$ cat src/rtl/spac_pkg.sv
// Package of offsets, field positions, reset values and timing for the block.
package spac_pkg;
   localparam int          ADDR_W          = 28;
   localparam logic [27:0] OFS_MODEM       = 28'hc000006;
   localparam logic [27:0] OFS_SPARE       = 28'hc000007;
   localparam logic [27:0] OFS_IRSEL       = 28'hc000008;
   localparam logic [27:0] OFS_SRESET      = 28'hc000009;
   localparam logic [27:0] OFS_ECHO        = 28'hc00000a;
   localparam logic [27:0] OFS_ACTMSK      = 28'hc00000c;
   localparam logic [27:0] OFS_PERIOD      = 28'hc00000e;
   localparam logic [27:0] OFS_IRQ_STAT    = 28'hc000010;
   localparam logic [27:0] OFS_IRQ_MASK    = 28'hc000011;
   // Bits that keep written state; all other bits read zero.
   localparam logic [7:0]  IRSEL_WMASK     = 8'h01;
   localparam logic [7:0]  BIT0_WMASK      = 8'h01;
   localparam logic [7:0]  ACTMSK_WMASK    = 8'h3d;
   localparam logic [7:0]  RESET_VAL       = 8'h00;
   localparam int          POS_ROUTE       = 0;
   localparam int          POS_SRESET      = 0;
   localparam int          POS_ECHO        = 0;
   localparam int          POS_TXWR_MSK    = 0;
   localparam int          POS_DTR_MSK     = 2;
   localparam int          POS_DCD_MSK     = 3;
   localparam int          POS_RTS_MSK     = 4;
   localparam int          POS_RXD_MSK     = 5;
   localparam int          POS_IRQ_MODEM   = 0;
   localparam int          POS_IRQ_TIMEOUT = 1;
   // Activity timer unit: 30.5 us, held in ns.
   localparam real         UNIT_NS         = 30500.0;
   localparam real         CLK_NS          = 50.0;
   localparam int          UNIT_CYC        = int'(UNIT_NS / CLK_NS);
endpackage : spac_pkg

$ cat src/rtl/spac_edge_flag.sv
// Synchroniser with change flag for one modem control input.
module spac_edge_flag
   import spac_pkg::*;
(
   input  wire logic clk_i,
   input  wire logic rst_i,
   input  wire logic pin_i,
   input  wire logic clear_i,
   output logic      level_o,
   output logic      change_o
);
   logic meta_q;
   logic sync_q;
   logic prev_q;
   logic chg_q;

   always_ff @(posedge clk_i or posedge rst_i) begin
      if (rst_i) begin
         meta_q <= 1'b1;
         sync_q <= 1'b1;
         prev_q <= 1'b1;
      end else begin
         meta_q <= pin_i;
         sync_q <= meta_q;
         prev_q <= sync_q;
      end
   end

   // A change in the clearing cycle still sets the flag.
   always_ff @(posedge clk_i or posedge rst_i) begin
      if (rst_i) begin
         chg_q <= 1'b0;
      end else if (sync_q != prev_q) begin
         chg_q <= 1'b1; // [RL2]
      end else if (clear_i) begin
         chg_q <= 1'b0; // [RL3]
      end
   end

   assign level_o  = ~sync_q; // [RL1]
   assign change_o = chg_q;
endmodule // spac_edge_flag

$ cat src/rtl/spac_aux_regs.sv
// Auxiliary control registers of the second serial port.
// Contract
// RL1: Bits 7..4 read inverted live modem inputs.
// RL2: Bits 3..0 set on input level change.
// RL3: Reading modem status clears change bits.
// RL4: Free 8-bit spare byte, resets zero.
// RL5: Route bit selects infrared or wired pins.
// RL6: Reserved bits read zero; software writes zero.
// RL7: Soft reset bit holds port in reset.
// RL8: Echo mask bit: 1 normal, 0 echo.
// RL9: Set mask bit blocks timer retrigger.
// RL10: Mask bits map rx, rts, dcd, dtr, tx.
// RL11: Timer unit 30.5 us; zero disables.
// RL12: Any change bit raises modem interrupt.
//
// The strobed register port is this design's own decision.
module spac_aux_regs
   import spac_pkg::*;
#(
   parameter int UNIT_CYCLES = UNIT_CYC
)
(
   input  wire logic              CLOCK_I,
   input  wire logic              RESET_I,
   input  wire logic [ADDR_W-1:0] ADDR_I,
   input  wire logic [7:0]        WDATA_I,
   input  wire logic              WR_I,
   input  wire logic              RD_I,
   output logic      [7:0]        RDATA_O,
   input  wire logic              CARRIER_DETECT_N_I,
   input  wire logic              BELL_INDICATOR_N_I,
   input  wire logic              PEER_READY_N_I,
   input  wire logic              CLEAR_TO_SEND_N_I,
   input  wire logic              RX_LINE_EDGE_I,
   input  wire logic              REQUEST_SEND_EDGE_I,
   input  wire logic              CARRIER_EDGE_I,
   input  wire logic              TERMINAL_READY_EDGE_I,
   input  wire logic              TX_BUFFER_WRITE_I,
   input  wire logic              PORT_IRQ_ENABLE_I,
   output logic                   INFRARED_ROUTE_O,
   output logic                   PORT_SOFT_RESET_O,
   output logic                   ECHO_MASK_O,
   output logic                   MODEM_IRQ_O,
   output logic                   ACTIVITY_TIMEOUT_O,
   output logic                   IRQ_O
);
   logic [7:0]  spare_q;
   logic [7:0]  irsel_q;
   logic [7:0]  sreset_q;
   logic [7:0]  echo_q;
   logic [7:0]  actmsk_q;
   logic [7:0]  period_q;
   logic [1:0]  irq_stat;
   logic        irq_modem_q;
   logic        irq_timeout_q;
   logic [1:0]  irq_mask_q;
   logic [7:0]  rdata_q;
   logic [3:0]  level;
   logic [3:0]  change;
   logic [3:0]  pins;
   logic        modem_rd;
   logic        retrigger;
   logic [15:0] unit_cnt_q;
   logic        unit_tick;
   logic [7:0]  units_q;
   logic        timeout_ev;
   logic [7:0]  rdata_d;
   logic [3:0]  change_q;
   logic        modem_event;
   logic        wr_spare;
   logic        wr_irsel;
   logic        wr_sreset;
   logic        wr_echo;
   logic        wr_actmsk;
   logic        wr_period;
   logic        wr_irq_mask;
   logic        rd_irq_stat;
   logic        timer_on;

   // Order: carrier, bell, peer ready, clear to send (bits 3..0).
   assign pins     = {CARRIER_DETECT_N_I, BELL_INDICATOR_N_I,
                      PEER_READY_N_I, CLEAR_TO_SEND_N_I};
   assign modem_rd = RD_I && (ADDR_I == OFS_MODEM);

   // One decode per register; an unmapped address misses every enable.
   assign wr_spare    = WR_I && (ADDR_I == OFS_SPARE);
   assign wr_irsel    = WR_I && (ADDR_I == OFS_IRSEL);
   assign wr_sreset   = WR_I && (ADDR_I == OFS_SRESET);
   assign wr_echo     = WR_I && (ADDR_I == OFS_ECHO);
   assign wr_actmsk   = WR_I && (ADDR_I == OFS_ACTMSK);
   assign wr_period   = WR_I && (ADDR_I == OFS_PERIOD);
   assign wr_irq_mask = WR_I && (ADDR_I == OFS_IRQ_MASK);
   assign rd_irq_stat = RD_I && (ADDR_I == OFS_IRQ_STAT);
   assign timer_on    = (period_q != 8'h00);

   for (genvar g = 0; g < 4; g++) begin : g_line
      spac_edge_flag u_flag (
         .clk_i    (CLOCK_I),
         .rst_i    (RESET_I),
         .pin_i    (pins[g]),
         .clear_i  (modem_rd),
         .level_o  (level[g]),
         .change_o (change[g])
      );
   end

   always_ff @(posedge CLOCK_I or posedge RESET_I) begin
      if (RESET_I) begin
         spare_q <= RESET_VAL;
      end else if (wr_spare) begin
         spare_q <= WDATA_I; // [RL4]
      end
   end

   always_ff @(posedge CLOCK_I or posedge RESET_I) begin
      if (RESET_I) begin
         irsel_q <= RESET_VAL;
      end else if (wr_irsel) begin
         irsel_q <= WDATA_I & IRSEL_WMASK; // [RL5] [RL6]
      end
   end

   always_ff @(posedge CLOCK_I or posedge RESET_I) begin
      if (RESET_I) begin
         sreset_q <= RESET_VAL;
      end else if (wr_sreset) begin
         sreset_q <= WDATA_I & BIT0_WMASK; // [RL7] [RL6]
      end
   end

   always_ff @(posedge CLOCK_I or posedge RESET_I) begin
      if (RESET_I) begin
         echo_q <= RESET_VAL;
      end else if (wr_echo) begin
         echo_q <= WDATA_I & BIT0_WMASK; // [RL8] [RL6]
      end
   end

   always_ff @(posedge CLOCK_I or posedge RESET_I) begin
      if (RESET_I) begin
         actmsk_q <= RESET_VAL;
      end else if (wr_actmsk) begin
         actmsk_q <= WDATA_I & ACTMSK_WMASK; // [RL6]
      end
   end

   always_ff @(posedge CLOCK_I or posedge RESET_I) begin
      if (RESET_I) begin
         period_q <= RESET_VAL;
      end else if (wr_period) begin
         period_q <= WDATA_I;
      end
   end

   always_ff @(posedge CLOCK_I or posedge RESET_I) begin
      if (RESET_I) begin
         irq_mask_q <= 2'h0;
      end else if (wr_irq_mask) begin
         irq_mask_q <= WDATA_I[1:0];
      end
   end

   // An unmasked event restarts the activity timer.
   assign retrigger =
      (RX_LINE_EDGE_I        && !actmsk_q[POS_RXD_MSK])  ||
      (REQUEST_SEND_EDGE_I   && !actmsk_q[POS_RTS_MSK])  ||
      (CARRIER_EDGE_I        && !actmsk_q[POS_DCD_MSK])  ||
      (TERMINAL_READY_EDGE_I && !actmsk_q[POS_DTR_MSK])  ||
      (TX_BUFFER_WRITE_I     && !actmsk_q[POS_TXWR_MSK]); // [RL9] [RL10]

   // Prescaler for the 30.5 us unit; a retrigger realigns it.
   assign unit_tick = (unit_cnt_q == 16'(UNIT_CYCLES - 1));

   always_ff @(posedge CLOCK_I or posedge RESET_I) begin
      if (RESET_I) begin
         unit_cnt_q <= 16'h0000;
      end else if (retrigger || unit_tick || !timer_on) begin
         unit_cnt_q <= 16'h0000;
      end else begin
         unit_cnt_q <= unit_cnt_q + 16'h0001;
      end
   end

   // Counts down units; the timeout fires once per idle period.
   // A retrigger in the last cycle restarts the count instead of expiring.
   assign timeout_ev = unit_tick && (units_q == 8'h01) && !retrigger;

   always_ff @(posedge CLOCK_I or posedge RESET_I) begin
      if (RESET_I) begin
         units_q <= 8'h00;
      end else if (!timer_on) begin
         units_q <= 8'h00; // [RL11]
      end else if (retrigger) begin
         units_q <= period_q; // [RL11]
      end else if (unit_tick && units_q != 8'h00) begin
         units_q <= units_q - 8'h01;
      end
   end

   // The summary flag takes the rise of a change bit as its event, so a
   // status read clears it even while change bits are still pending.
   always_ff @(posedge CLOCK_I or posedge RESET_I) begin
      if (RESET_I) begin
         change_q <= 4'h0;
      end else begin
         change_q <= change;
      end
   end

   assign modem_event = |(change & ~change_q);

   // Set beats the clearing read in the same cycle.
   always_ff @(posedge CLOCK_I or posedge RESET_I) begin
      if (RESET_I) begin
         irq_modem_q <= 1'b0;
      end else if (modem_event) begin
         irq_modem_q <= 1'b1; // [RL12]
      end else if (rd_irq_stat) begin
         irq_modem_q <= 1'b0;
      end
   end

   always_ff @(posedge CLOCK_I or posedge RESET_I) begin
      if (RESET_I) begin
         irq_timeout_q <= 1'b0;
      end else if (timeout_ev) begin
         irq_timeout_q <= 1'b1;
      end else if (rd_irq_stat) begin
         irq_timeout_q <= 1'b0;
      end
   end

   assign irq_stat[POS_IRQ_MODEM]   = irq_modem_q;
   assign irq_stat[POS_IRQ_TIMEOUT] = irq_timeout_q;

   always_comb begin
      rdata_d = 8'h00;
      unique case (ADDR_I)
         OFS_MODEM:    rdata_d = {level, change}; // [RL1] [RL3]
         OFS_SPARE:    rdata_d = spare_q;
         OFS_IRSEL:    rdata_d = irsel_q;
         OFS_SRESET:   rdata_d = sreset_q;
         OFS_ECHO:     rdata_d = echo_q;
         OFS_ACTMSK:   rdata_d = actmsk_q;
         OFS_PERIOD:   rdata_d = period_q;
         OFS_IRQ_STAT: rdata_d = {6'h00, irq_stat};
         OFS_IRQ_MASK: rdata_d = {6'h00, irq_mask_q};
         default:      rdata_d = 8'h00;
      endcase
   end

   // Read data stand only in the cycle after the strobe.
   always_ff @(posedge CLOCK_I or posedge RESET_I) begin
      if (RESET_I) begin
         rdata_q <= 8'h00;
      end else if (RD_I) begin
         rdata_q <= rdata_d;
      end else begin
         rdata_q <= 8'h00;
      end
   end

   assign RDATA_O            = rdata_q;
   assign INFRARED_ROUTE_O   = irsel_q[POS_ROUTE]; // [RL5]
   assign PORT_SOFT_RESET_O  = sreset_q[POS_SRESET]; // [RL7]
   assign ECHO_MASK_O        = echo_q[POS_ECHO]; // [RL8]
   assign MODEM_IRQ_O        = (|change) && PORT_IRQ_ENABLE_I; // [RL12]
   assign ACTIVITY_TIMEOUT_O = timeout_ev;
   assign IRQ_O              = |(irq_stat & irq_mask_q);
endmodule // spac_aux_regs

$ cat config.mk
export PLATFORM = sky130hd
export DESIGN_NAME = spac_aux_regs
export DESIGN_NICKNAME = d
export VERILOG_FILES = /design/src/rtl/spac_pkg.sv /design/src/rtl/spac_edge_flag.sv /design/src/rtl/spac_aux_regs.sv
export SDC_FILE = /design/constraint.sdc
export NUM_CORES = 1
export LEC_CHECK = 0
export CAP_MARGIN = 5
export CORE_ASPECT_RATIO = 1.75
export CORE_MARGIN = 3
export CORE_UTILIZATION = 35
export DETAILED_ROUTE_END_ITERATION = 10
export DONT_BUFFER_PORTS = 1
export GPL_ROUTABILITY_DRIVEN = 1
export GPL_TIMING_DRIVEN = 0
export HOLD_SLACK_MARGIN = 0.03
export SYNTH_ARGS = -nofsm -noshare
export SYNTH_HDL_FRONTEND = slang
export SYNTH_SLANG_ARGS = --single-unit
$ cat constraint.sdc
create_clock -name CLOCK_I -period 6.9 [get_ports CLOCK_I]
set_input_delay 1.38 -clock CLOCK_I [delete_from_list [all_inputs] [get_ports CLOCK_I]]
set_output_delay 1.38 -clock CLOCK_I [all_outputs]
set_load 0.01 [all_outputs]
==> results summary <==
The flow ran to the end, and the final reports show no timing, DRC or antenna violations. For this configuration, the core starts out at a cell density of 36.3%. The register bit count reported by yosys is 80. The mapped cell area came out at 0.00376 mm².

For this run, the detailed router's first-pass iteration total came to 4. During synthesis, Yosys emitted a total of 0 warnings. The final worst hold slack came out at 0.355 ns. The critical path class is in2out. In the routed design, unresolved DRC markers number 0. After clock tree synthesis, the clock-pin slew on the worst setup and hold paths is 0.05 ns. The leading area contributor after synthesis is dfrtp_1.

The max-slew headroom at the worst pin came out at 55.2%. The worst setup path is launched from an input port. The leakage power total is 0.00174 µW. In this run, CTS created clock tree buffers numbering 9. The library cell used most frequently in the layout, excluding fill and tap cells, is dfrtp_1. The total count of hold-check failures in the final report came out at 0.

The count of distinct cell types in the synthesized netlist came out at 44. Setup repair after global routing left no endpoint under its margin. The worst reg2reg path endpoint is unit_cnt_q[13]$_DFF_PP0_. In the layout the commonest cells are dfrtp_1 (68), nor2_1 (31), mux2_2 (28). The die area came out at 0.0121 mm². The post-synthesis net count came out at 389. At the pin with the least slew margin, the transition time is 0.667 ns.

In the synthesized netlist the dominant register cell turns out to be dfrtp_1. The worst reg-to-reg path cell count came out at 7. The share of synthesized registers carrying an async set or reset came out at 100%. For the worst setup path, the data arrival time is 2.71 ns.

TritonCTS built the clock tree. The number of hold-repair buffers added at the cts stage is 0. The maximum clock skew at final layout is 0.00547 ns. The share of post-route cells with drive strength above 1 is 18.5%. The number of antenna-violating nets in the routed design is 0. The cell sitting at the root of the clock tree is a clkbuf_16. STA puts the critical path data required time at 5.52 ns. The peak fanout along the critical path is 6.

In this run the worst hold path is classified as reg2reg. The worst setup path is captured at a primary output. The final period demand of the worst path is 4.09 ns. The final antenna diode count came out at 0. The largest family of logic cells by synthesized area is simple AND/OR/NAND/NOR gates.

The floorplan row count is 49. The number of port buffers came out at 0. Summing the areas of all fa, ha and maj instances in the mapped netlist gives 1.66% of the synthesized area. The post-synthesis compound-gate area fraction is 9.91%. Yosys attributes the largest share of cell area to dfrtp_1 (45%), dfstp_2 (8.4%), mux2_2 (8.4%), xnor2_1 (3.3%), nor2_1 (3.1%).

The sink count of the clock tree is 80. The routed layout has 2616 vias. The maximum achievable frequency came out at 245 MHz. After technology mapping, the gate count stands at 334.

The number of nets in the final layout came out at 401. The sequential-to-total area share from yosys stat came out at 53.6%. The xor/xnor cell area share of the yosys netlist came out at 6.05%.

The detailed router finished its first iteration with 101 violations. The number of top-level pins is 64. The depth of the CTS H-tree is 3. The overall overflow remaining after global route came out at 0.

The core region is 0.0104 mm². Once placement finished, the instance area stood at 0.00395 mm². The number of global-route vias before repair came to 2747. The worst setup path startpoint is CARRIER_EDGE_I.

The global-route wire length before repair is 13.6 mm. The setup violation total in the final timing report came out at 0. The clock passes through at most 2 buffers.

The final instance area came out at 0.00426 mm². The sequential power share is 48.6%. The per-cell via count in the routed design came out at 5.47. The die is 143 µm tall. The tool flagged a number of max-cap violations equal to 0. The total power consumption of the routed design came out at 984 µW. For this run, the number of standard cells in the final layout without fillers is 478. The aggregate global-route resource usage is 14.7%. After clock tree synthesis, the repair step resized 0 gates. Summing the areas of all and, or, nand and nor instances in the mapped netlist gives 17.6% of the synthesized area.

The placed cell count came out at 462. Entering global routing, the biggest net connects 55 pins. The combinational cell fraction of total power is 2.7%. The ratio of total power to cell area came out at 231 mW/mm². The die is 84.4 µm wide.

The portion of the clock cycle consumed by the worst path in the final layout is 59.2%. Summed over its instances, the top area cell type makes up 45.2% of the synthesized netlist area. The post-synthesis average cell area is 11.3 µm².

The total setup buffers inserted after CTS is 0. The critical path ends at ACTIVITY_TIMEOUT_O. The number of antenna violations at the first check in global routing came out at 0. The weighted congestion reported at the end of routability-driven placement is 0.818. The internal cell power is 785 µW. In this run the register-to-register setup slack is 4.56 ns. Clock latency on the worst-skew pair, taken at its later pin, is 0.33 ns. In this run the critical register-to-register path is launched from unit_cnt_q[1]$_DFF_PP0_. After detailed routing, the average wire length per cell comes to 17.6 µm. The setup TNS is 0 ns. The proportion of total power due to net switching came out at 20.3%. In the synthesized netlist, mux cells make up 8.65% of the area. Counting flops with a built-in enable in the synthesized netlist gives 0. The net load switching power is 199 µW. The synthesis-to-layout area growth came out at 13.2%.

The estimated wirelength of the detail-placed design came out at 6.31 mm. The maximum vdd drop came out at 150 µV. The max-slew violation total from the final report is 0. In this run, the clock network consumes 48.7% of the power. The total wirelength of the detailed-routed design came out at 8.44 mm.
-- synth_stat cells, types with 4 or more instances --
library cell	n
clkbuf_1	7
xor2_1	12
nand3_1	11
mux2_2	28
ha_1	5
nor3_1	7
o21ai_0	8
a22oi_1	6
nor2_1	31
a21oi_1	12
inv_1	17
dfrtp_1	68
nor4b_1	5
nand2_1	22
nor4_1	10
nand4_1	5
a21o_1	4
dfstp_2	12
xnor2_1	14
nor2b_1	4
o2bb2ai_1	6
-- per-stage QoR --
| stage | utilization [%] | worst slack (ns) |
|---|---|---|
| after detailed placement | 38.1 | 2.77 |
| after global placement | 37.8 | 2.68 |
| after CTS | 41.1 | 2.77 |
| final | 41.1 | 2.81 |
| after global routing | 41.1 | 2.64 |
| after floorplan | - | 3.05 |
-- state kept, by name (all words and copies together) (netlist names) --
signal / count
g_line.u_flag.prev_q: 4
irq_mask_q: 2
g_line.u_flag.meta_q: 4
irsel_q: 1
echo_q: 1
sreset_q: 1
g_line.u_flag.sync_q: 4
irq_modem_q: 1
irq_timeout_q: 1
actmsk_q: 5
g_line.u_flag.change_o: 4
change_q: 4
spare_q: 8
period_q: 8
units_q: 8
RDATA_O: 8
unit_cnt_q: 16
-- power groups by stage --
stage | Sequential, µW | Clock, µW | Combinational (µW)
2_1_floorplan | 486 | 0 | 19.6
3_3_place_gp | 487 | 0 | 24.5
3_5_place_dp | 487 | 0 | 27.1
4_1_cts | 478 | 493 | 27.1
5_1_grt | 478 | 511 | 30.2
6_report | 478 | 479 | 26.3
-- area by class of cell --
type / instances / area (µm²)
Sequential cell: 80 / 2020
Clock inverter: 4 / 50.0
Multi-Input combinational cell: 229 / 1650
Buffer: 8 / 31.3
Fill cell: 1002 / 6100
Inverter: 17 / 66.3
Clock buffer: 12 / 256
Tap cell: 127 / 159
Timing Repair Buffer: 1 / 27.5
-- cells by family (layout without fill, tap and decap cells) --
family                     count (synthesis)  after routing
adders and majority gates                  5              5
DFF                                       80             80
muxes                                     29             29
AOI/OAI and AO/OA                         53             53
xor gates and xnor gates                  26             26
and+or+nand+nor                          116            116
buffers and inverters                     25             42
-- how the worst min path moves through the flow --
stage | start | end | slack, ns | cells after the start
finish | g_line[3].u_flag.meta_q$_DFF_PP1_ | g_line[3].u_flag.sync_q$_DFF_PP1_ | 0.36 | 0
global route | g_line[3].u_flag.meta_q$_DFF_PP1_ | g_line[3].u_flag.sync_q$_DFF_PP1_ | 0.36 | 0
CTS | g_line[3].u_flag.meta_q$_DFF_PP1_ | g_line[3].u_flag.sync_q$_DFF_PP1_ | 0.36 | 0
detailed placement | g_line[3].u_flag.meta_q$_DFF_PP1_ | g_line[3].u_flag.sync_q$_DFF_PP1_ | 0.35 | 0
global placement | g_line[3].u_flag.meta_q$_DFF_PP1_ | g_line[3].u_flag.sync_q$_DFF_PP1_ | 0.35 | 0
floorplan | g_line[0].u_flag.meta_q$_DFF_PP1_ | g_line[0].u_flag.sync_q$_DFF_PP1_ | 0.35 | 0
-- critical path, stage by stage --
cell and delay, ns:
nor2b_1 0.12, a2111oi_2 0.58, inv_1 0.18, nor3_1 0.45
-- per-layer routing --
metal	vias to the layer above	GRT usage [%]	routed length, µm
met5	-	0	0
met4	0	6.92	210
met3	15	4.27	608
li1	1232	-	-
met1	1285	15.4	3110
met2	84	26.6	4500
Power figures use the tool's default switching activity.
